`src/include/bpr_pkg.sv`:
```
// Constants and types shared by the bidirectional parity register and its FIFO.
package bpr_pkg;

  // ==========================================================================
  // Widths and depths
  localparam int DATA_W     = 8;
  localparam int WORD_W     = 9;
  localparam int PAR_BIT    = 8;
  localparam int FIFO_DEPTH = 32;

  // ==========================================================================
  // Encodings and reset values
  localparam logic               SENSE_EVEN     = 1'b0;
  localparam logic               SEL_LATCH_PATH = 1'b0;
  localparam logic [WORD_W-1:0]  WORD_RST       = 9'h000;

  // One-hot choice of the port-B-to-port-A data path.
  typedef enum logic [1:0] {
    BPR_PATH_LATCH = 2'b01,
    BPR_PATH_PIPE  = 2'b10
  } bpr_path_t;

endpackage

```
`src/core/bpr_fifo.sv`:
```
// Synchronous FIFO with valid and ready on both sides.
`timescale 1ns/1ps
module bpr_fifo #(
  parameter int WIDTH = 9,
  parameter int DEPTH = 32
) (
  // Clock and reset
  input  wire logic             clk,
  input  wire logic             rst,
  // Fill side
  input  wire logic [WIDTH-1:0] inData,
  input  wire logic             inValid,
  output logic                  inReady,
  // Drain side
  output logic [WIDTH-1:0]      outData,
  output logic                  outValid,
  input  wire logic             outReady
);
  localparam int AW = $clog2(DEPTH);
  localparam logic [AW:0] FULL_CNT = (AW+1)'(DEPTH);

  logic [WIDTH-1:0] mem [DEPTH];
  logic [AW-1:0]    wrPtr_q, wrPtr_d, rdPtr_q, rdPtr_d;
  logic [AW:0]      count_q, count_d;
  logic             inReady_q, inReady_d;
  logic             push, pop;

  // ==========================================================================
  // Pointer and count control
  // Ready is registered so the source sees a clean flop; it is computed from
  // the next count, so a pop in the same cycle as full reopens at once.
  always_comb begin
    push      = inValid && inReady_q;
    pop       = outValid && outReady;
    wrPtr_d   = push ? AW'(wrPtr_q + 1'b1) : wrPtr_q;
    rdPtr_d   = pop ? AW'(rdPtr_q + 1'b1) : rdPtr_q;
    count_d   = (AW+1)'(count_q + {{AW{1'b0}}, push} - {{AW{1'b0}}, pop});
    inReady_d = (count_d != FULL_CNT);
  end

  always_ff @(posedge clk) begin
    if (rst) begin
      wrPtr_q   <= '0;
      rdPtr_q   <= '0;
      count_q   <= '0;
      inReady_q <= 1'b0;
    end else begin
      wrPtr_q   <= wrPtr_d;
      rdPtr_q   <= rdPtr_d;
      count_q   <= count_d;
      inReady_q <= inReady_d;
    end
  end

  // Storage array; no reset needed since reads are gated by the count.
  always_ff @(posedge clk) begin
    if (push) begin
      mem[wrPtr_q] <= inData;
    end
  end

  assign inReady  = inReady_q;
  assign outValid = (count_q != '0);
  assign outData  = mem[rdPtr_q];
endmodule

```
`src/core/bpr_core.sv`:
```
// Bidirectional registered transceiver with ninth parity bit on both ports.
// Operation
// - One clock, per-direction clock and output enables.
// - Directions load and drive independently.
// - A-to-B holding register captures nine bits.
// - Parity sense picks even or odd generation.
// - A-to-B even check raises port-A error.
// - Port B driven only while its enable.
// - Path select muxes two B-to-A paths.
// - Both B-to-A paths even-checked, port-B error.
// - Latch path; ninth bit flipped by sense.
// - Register-pair path, even parity generated.
// - Port A driven only while its enable.
// - Sense low gives even A-to-B parity.
`timescale 1ns/1ps
module bpr_core (
  // Clock and reset
  input  wire logic                          clk,
  input  wire logic                          rst,
  // Port A pins (memory side)
  input  wire logic [bpr_pkg::WORD_W-1:0]    aIn,
  input  wire logic                          aInValid,
  output logic                               aInReady,
  output logic [bpr_pkg::WORD_W-1:0]         aOut,
  output logic                               aOe,
  // Port B pins (processor side)
  input  wire logic [bpr_pkg::WORD_W-1:0]    bIn,
  output logic [bpr_pkg::WORD_W-1:0]         bOut,
  output logic                               bOe,
  // Direction controls
  input  wire logic                          clkEnAb,
  input  wire logic                          clkEnBa,
  input  wire logic                          outEnA,
  input  wire logic                          outEnB,
  input  wire logic                          paritySense,
  input  wire logic                          pathSel,
  input  wire logic                          latchEn,
  // Status
  output logic                               aSideParityError,
  output logic                               bSideParityError
);
  import bpr_pkg::*;

  // ==========================================================================
  // Helpers
  // Parity bit for eight data bits; sense low gives even, high gives odd.
  function automatic logic genPar(input logic [DATA_W-1:0] d, input logic sense);
    return (^d) ^ sense;
  endfunction

  // True when a nine-bit word fails the even check.
  function automatic logic evenFails(input logic [WORD_W-1:0] w);
    return ^w;
  endfunction

  function automatic bpr_path_t pathOf(input logic sel);
    return (sel == SEL_LATCH_PATH) ? BPR_PATH_LATCH : BPR_PATH_PIPE;
  endfunction

  // ==========================================================================
  // Input FIFO on port A
  logic [WORD_W-1:0] fifoHead;
  logic              fifoValid;
  logic              fifoPop;

  // The holding register only drains the FIFO on an enabled edge, so a
  // disabled A-to-B direction fills the FIFO and stalls the source.
  assign fifoPop = clkEnAb;

  bpr_fifo #(
    .WIDTH (WORD_W),
    .DEPTH (FIFO_DEPTH)
  ) uFifo (
    .clk      (clk),
    .rst      (rst),
    .inData   (aIn),
    .inValid  (aInValid),
    .inReady  (aInReady),
    .outData  (fifoHead),
    .outValid (fifoValid),
    .outReady (fifoPop)
  );

  // ==========================================================================
  // A-to-B direction
  logic [WORD_W-1:0] x_q, x_d;
  logic              a_side_parity_error_q, a_side_parity_error_d;
  logic              bOe_q, bOe_d;
  logic              abLoad;

  // Capture data with generated parity; flag a failed even check.
  always_comb begin
    abLoad  = clkEnAb && fifoValid;
    x_d     = x_q;
    a_side_parity_error_d = a_side_parity_error_q;
    if (abLoad) begin
      x_d[DATA_W-1:0] = fifoHead[DATA_W-1:0];
      x_d[PAR_BIT]    = genPar(fifoHead[DATA_W-1:0], paritySense);
      a_side_parity_error_d         = evenFails(fifoHead);
    end
    bOe_d = outEnB;
  end

  always_ff @(posedge clk) begin
    if (rst) begin
      x_q     <= WORD_RST;
      a_side_parity_error_q <= 1'b0;
      bOe_q   <= 1'b0;
    end else begin
      x_q     <= x_d;
      a_side_parity_error_q <= a_side_parity_error_d;
      bOe_q   <= bOe_d;
    end
  end

  // ==========================================================================
  // B-to-A direction
  logic [WORD_W-1:0] w_q, w_d, y_q, y_d, z_q, z_d;
  logic [WORD_W-1:0] wView, path1Word, path2Word;
  logic              b_side_parity_error_q, b_side_parity_error_d;
  logic              aOe_q, aOe_d;
  logic              latchParityBit;
  bpr_path_t         pathNow;

  // The latch is modelled as a flop plus a bypass, giving true transparency
  // without an inferred latch; it runs regardless of the clock enables.
  always_comb begin
    w_d            = latchEn ? bIn : w_q;
    wView          = latchEn ? bIn : w_q;
    latchParityBit = wView[PAR_BIT] ^ paritySense;
    path1Word      = {latchParityBit, wView[DATA_W-1:0]};
    path2Word      = {genPar(y_q[DATA_W-1:0], SENSE_EVEN), y_q[DATA_W-1:0]};
    pathNow        = pathOf(pathSel);
    y_d            = y_q;
    z_d            = z_q;
    b_side_parity_error_d        = b_side_parity_error_q;
    if (clkEnBa) begin
      y_d = bIn;
      case (pathNow)
        BPR_PATH_LATCH: begin
          z_d     = path1Word;
          b_side_parity_error_d = evenFails(wView);
        end
        BPR_PATH_PIPE: begin
          z_d     = path2Word;
          b_side_parity_error_d = evenFails(y_q);
        end
        default: begin
          z_d     = z_q;
          b_side_parity_error_d = b_side_parity_error_q;
        end
      endcase
    end
    aOe_d = outEnA;
  end

  always_ff @(posedge clk) begin
    if (rst) begin
      w_q     <= WORD_RST;
      y_q     <= WORD_RST;
      z_q     <= WORD_RST;
      b_side_parity_error_q <= 1'b0;
      aOe_q   <= 1'b0;
    end else begin
      w_q     <= w_d;
      y_q     <= y_d;
      z_q     <= z_d;
      b_side_parity_error_q <= b_side_parity_error_d;
      aOe_q   <= aOe_d;
    end
  end

  // ==========================================================================
  // Pin outputs
  // Data lines always carry the register; the enables decide who drives.
  assign bOut             = x_q;
  assign bOe              = bOe_q;
  assign aOut             = z_q;
  assign aOe              = aOe_q;
  assign aSideParityError = a_side_parity_error_q;
  assign bSideParityError = b_side_parity_error_q;
endmodule

```
`config.mk`:
```
export PLATFORM = sky130hd
export DESIGN_NAME = bpr_core
export DESIGN_NICKNAME = d
export VERILOG_FILES = /design/src/include/bpr_pkg.sv /design/src/core/bpr_fifo.sv /design/src/core/bpr_core.sv
export SDC_FILE = /design/constraint.sdc
export NUM_CORES = 1
export LEC_CHECK = 0
export ABC_AREA = 1
export CORE_MARGIN = 5
export CORE_UTILIZATION = 57
export DETAILED_ROUTE_END_ITERATION = 8
export DONT_BUFFER_PORTS = 1
export GPL_TIMING_DRIVEN = 0
export PLACE_DENSITY = 0.74
export SKIP_CTS_REPAIR_TIMING = 1
export SYNTH_ARGS = -nofsm -noshare
export SYNTH_HDL_FRONTEND = slang
export SYNTH_HIERARCHICAL = 1
export SYNTH_SLANG_ARGS = --single-unit
```
`constraint.sdc`:
```
create_clock -name clk -period 2.6 [get_ports clk]
set_clock_uncertainty 0.1 [all_clocks]
set_input_delay 0.13 -clock clk [delete_from_list [all_inputs] [get_ports clk]]
set_output_delay 0.13 -clock clk [all_outputs]
set_load 0.01 [all_outputs]
```
==> results.md <==
* Outcome: finished, violations left
* Violations in the final reports: negative hold slack, negative setup slack
* Net switching share of the total power at 0.304
* GRT met2 Usage at 0.403
* Worst-skew pair later-pin latency at 520 ps
* Yosys synthesis warning count at 6
* Max incr delay on CP at 360 ps
* CP max stage cell: sky130_fd_sc_hd__dfxtp_4
* H-tree lvl count at 2
* Remaining number of nets flagged by the antenna check after routing at 0
* Post-synthesis sequential area ratio at 0.664
* Most frequently used flop master after synthesis: sky130_fd_sc_hd__edfxtp_1
* Area added between synthesis and finish at 17.4%
* Worst Tran Pin Value at 1110 ps
* Total detailed-routing wirelength at 38.4 mm
* Number of cells traversed by the worst register-to-register path at 20
* WP data required at 2960 ps
* Vias after detailed routing at 10.9k
* Effective utilization at floorplan at 0.575
* Cell-by-cell trace of the critical path: buf_8 > inv_8 > buf_12 > buf_12 > buf_4 > nand2_1 > nand3_1 > nand3_2 > nand2_2 > nand2_1 > nand2_1 > nand2_1 > nand2_2 > xor2_2 > xnor2_2 > xor2_1 > nand2_1 > nand3_1 > nand2_1 > inv_1
* Proportion of power drawn by flip-flops and latches at 0.404
* Least setup slack across all paths after layout at -34.2 ps
* Most instantiated library cell after synthesis: sky130_fd_sc_hd__nand2_1
* Aggregate global-route resource usage at 0.251
* Total buffers and inverters traversed by the critical path at 6
* Largest area contributor in the netlist: sky130_fd_sc_hd__edfxtp_1
* Largest net degree at the start of global routing at 33
* Synth Net Count at 1503
* Worst min-delay path category: in2reg
* Kind of cell adding the most delay to the critical path: simple AND/OR/NAND/NOR gates
* Worst setup slack before clock tree synthesis at -371 ps
* Root Buffer: sky130_fd_sc_hd__clkbuf_16
* Final-layout fill cell count at 1849
* Placement Rows at 59
* Net switching component of the power at 4810 µW
* Share of synthesized flip-flops with an asynchronous set or reset at 0
* Element type at the critical path start: flip-flop
* Timing-limited maximum frequency at 0.380 GHz
* Power after layout at 15800 µW
* Weighted congestion reported at the end of routability-driven placement at 0.931
* Clock tree from TritonCTS: done
* Wire length of the first global-routing pass at 56.3 mm
* Power density over cell area at 905 nW/µm²
* Top cell type's share of synthesized area at 0.581
* Die Ht at 172 µm
* Share of cells above drive strength 1 at 0.136
* Register bit count reported by yosys at 350
* Ranking of synthesized cells by instance count: sky130_fd_sc_hd__nand2_1, sky130_fd_sc_hd__edfxtp_1, sky130_fd_sc_hd__nand3_1
* Syn avg cell area at 10.2 µm²
* Slew Limit Fails at 0
* Max rail drop VDD at 830 µV
* Worst Setup End Kind: flip-flop
* CORE AREA at 25900 µm²
* Setup repair after global routing missed its margin: true
* Input/output buffers at 0
* Clock share of power at 0.340
* Avg Vias per Cell at 5.69
* Top-level I/O count at 51
* Crit path top cell by count: sky130_fd_sc_hd__nand2_1
* DRC errors left at 0
* WS Path Type: reg2reg
* Final hold slack at -17.0 ps
* Max Root-Sink Buffers at 3
* Max-Slew Margin vs Limit at 0.254
* Post-layout nets at 1590
* Register-to-Register Setup Slack at -30 ps
* Post-synth cell types at 33
* Mapped Cells at 1462
* Worst hold path endpoint: y_q[4]$_SDFFE_PP0P_
* Remaining global-route overflow at 0
* Capture instance of the worst register-to-register path: aSideParityError$_SDFFE_PP0P_
* Inst Count DP at 1797
* Vias in the first global route at 10.1k
* N_diodes at 0
* Number of flops mapped to enable cells by yosys at 288
* Leakage power of the design at 0.00684 µW
* Max-cap violations at 0
* Part of the cycle the worst path needs at 1.01
* Post-synthesis instance area at 14900 µm²
* Initial DRC count at 1204
* Endpoint arrival time on the critical path at 2990 ps
* Clock sink total at 350
* Placed cell area at 15300 µm²
* Fin area at 17500 µm²
* DR pass1 iterations at 6
* GRT met1 Usage at 0.352
* Area of the die at 29500 µm²
* Die W at 172 µm
* Depth of the worst hold-timing path at 3
* HP Start: clkEnBa
* Synth top area cells: sky130_fd_sc_hd__edfxtp_1, sky130_fd_sc_hd__nand2_1, sky130_fd_sc_hd__dfxtp_1
* Internal power at 11000 µW
* Setup violations, final at 2
* Met3 usage at 0.0506
* GR peak layer: met2
* Relative contribution of combinational cells to total power at 0.256
* Number of buffers created by CTS at 36
* Detail Placement HPWL at 24.4 mm
* Initial antenna violation count at 0
* Clock period minus worst slack at 2630 ps
* CTS clock-pin slew for the worst setup and hold paths at 60 ps
* Worst-path fanout max at 9
* WL/cell at 20.1 µm
* Number of hold violations in the final report at 2
* Layout Cells excl Fill at 1912
power by group through the flow:
stage,Combinational (µW),Sequential (µW),Clock (µW)
after floorplan,2430,6460,0
after global placement,3220,6490,0
after detailed placement,3300,6500,0
after CTS,3340,6380,5420
after global routing,4420,6400,5690
final,4050,6390,5380
placed cells by master, fill, tap and decap left out, drive strengths merged, types with 12 or more instances in the layout:
cell type,instances
buf,67
clkinv,14
clkbuf,74
inv,63
dlygate4sd3,26
nand2,543
nor2,86
ha,12
dfxtp,62
nand3,235
edfxtp,288
a21oi,38
o21ai,35
worst register-to-register path: stages, from the launching register on:
cell	delay, ps
sky130_fd_sc_hd__dfxtp_4	360
sky130_fd_sc_hd__buf_8	140
sky130_fd_sc_hd__inv_8	90
sky130_fd_sc_hd__buf_12	160
sky130_fd_sc_hd__buf_12	140
sky130_fd_sc_hd__buf_4	120
sky130_fd_sc_hd__nand2_1	50
sky130_fd_sc_hd__nand3_1	70
sky130_fd_sc_hd__nand3_2	120
sky130_fd_sc_hd__nand2_2	110
sky130_fd_sc_hd__nand2_1	60
sky130_fd_sc_hd__nand2_1	70
sky130_fd_sc_hd__nand2_1	60
sky130_fd_sc_hd__nand2_2	110
sky130_fd_sc_hd__xor2_2	190
sky130_fd_sc_hd__xnor2_2	160
sky130_fd_sc_hd__xor2_1	210
sky130_fd_sc_hd__nand2_1	80
sky130_fd_sc_hd__nand3_1	70
sky130_fd_sc_hd__nand2_1	50
sky130_fd_sc_hd__inv_1	50
registers in the layout (all words and copies together), names as in the netlist, 5 cells and up, named ones only:
| signal | cells |
|---|---|
| aOut | 9 |
| y_q | 9 |
| uFifo/mem | 288 |
| uFifo/rdPtr_q | 5 |
| bOut | 9 |
| uFifo/wrPtr_q | 5 |
| uFifo/count_q | 6 |
| w_q | 9 |
final cells by class:
cell class | count | area, µm² | share of cell area
Clock inverter | 19 | 221 | 0.0127
Multi-Input combinational cell | 976 | 4550 | 0.260
Inverter | 65 | 265 | 0.0152
Tap cell | 335 | 419 | 0.0240
Buffer | 71 | 537 | 0.0307
Clock buffer | 47 | 1030 | 0.0588
Timing Repair Buffer | 49 | 573 | 0.0328
Sequential cell | 350 | 9900 | 0.566
how the worst max path moves through the flow:
stage                                            from                       endpoint  slack [ps]  cells after the start
after floorplan           uFifo/count_q[2]$_SDFF_PP0_       uFifo/inReady$_SDFF_PP0_         200                     17
after global placement                      flip-flop           bOut[8]$_SDFFE_PP0P_        -350                     16
after detailed placement                    flip-flop  aSideParityError$_SDFFE_PP0P_        -370                     16
after CTS                                   flip-flop  aSideParityError$_SDFFE_PP0P_        -460                     16
after global routing                        flip-flop           bOut[8]$_SDFFE_PP0P_        -150                     16
final                                       flip-flop  aSideParityError$_SDFFE_PP0P_         -30                     20
per-stage QoR:
stage	TNS [ps]	utilization
floorplan	0	-
global placement	-825	0.591
detailed placement	-1010	0.591
CTS	-1210	0.639
global route	-1240	0.675
finish	-64.3	0.675
routing by layer:
| layer | up-vias | wire [µm] |
|---|---|---|
| li1 | 5113 | - |
| met5 | - | 0 |
| met1 | 5134 | 15400 |
| met2 | 552 | 18000 |
| met4 | 0 | 1210 |
| met3 | 87 | 3780 |
kinds of logic (layout without fill, tap and decap cells):
kind of cell | Yosys count | count (layout) | share of synthesized area
and+or+nand+nor | 871 | 871 | 0.243
DFF | 350 | 350 | 0.664
buffers and inverters | 136 | 251 | 0.0450
AOI/OAI and AO/OA | 74 | 74 | 0.0260
xor gates and xnor gates | 18 | 18 | 0.0106
adders and majority gates | 13 | 13 | 0.0114
Power figures use the tool's default switching activity.
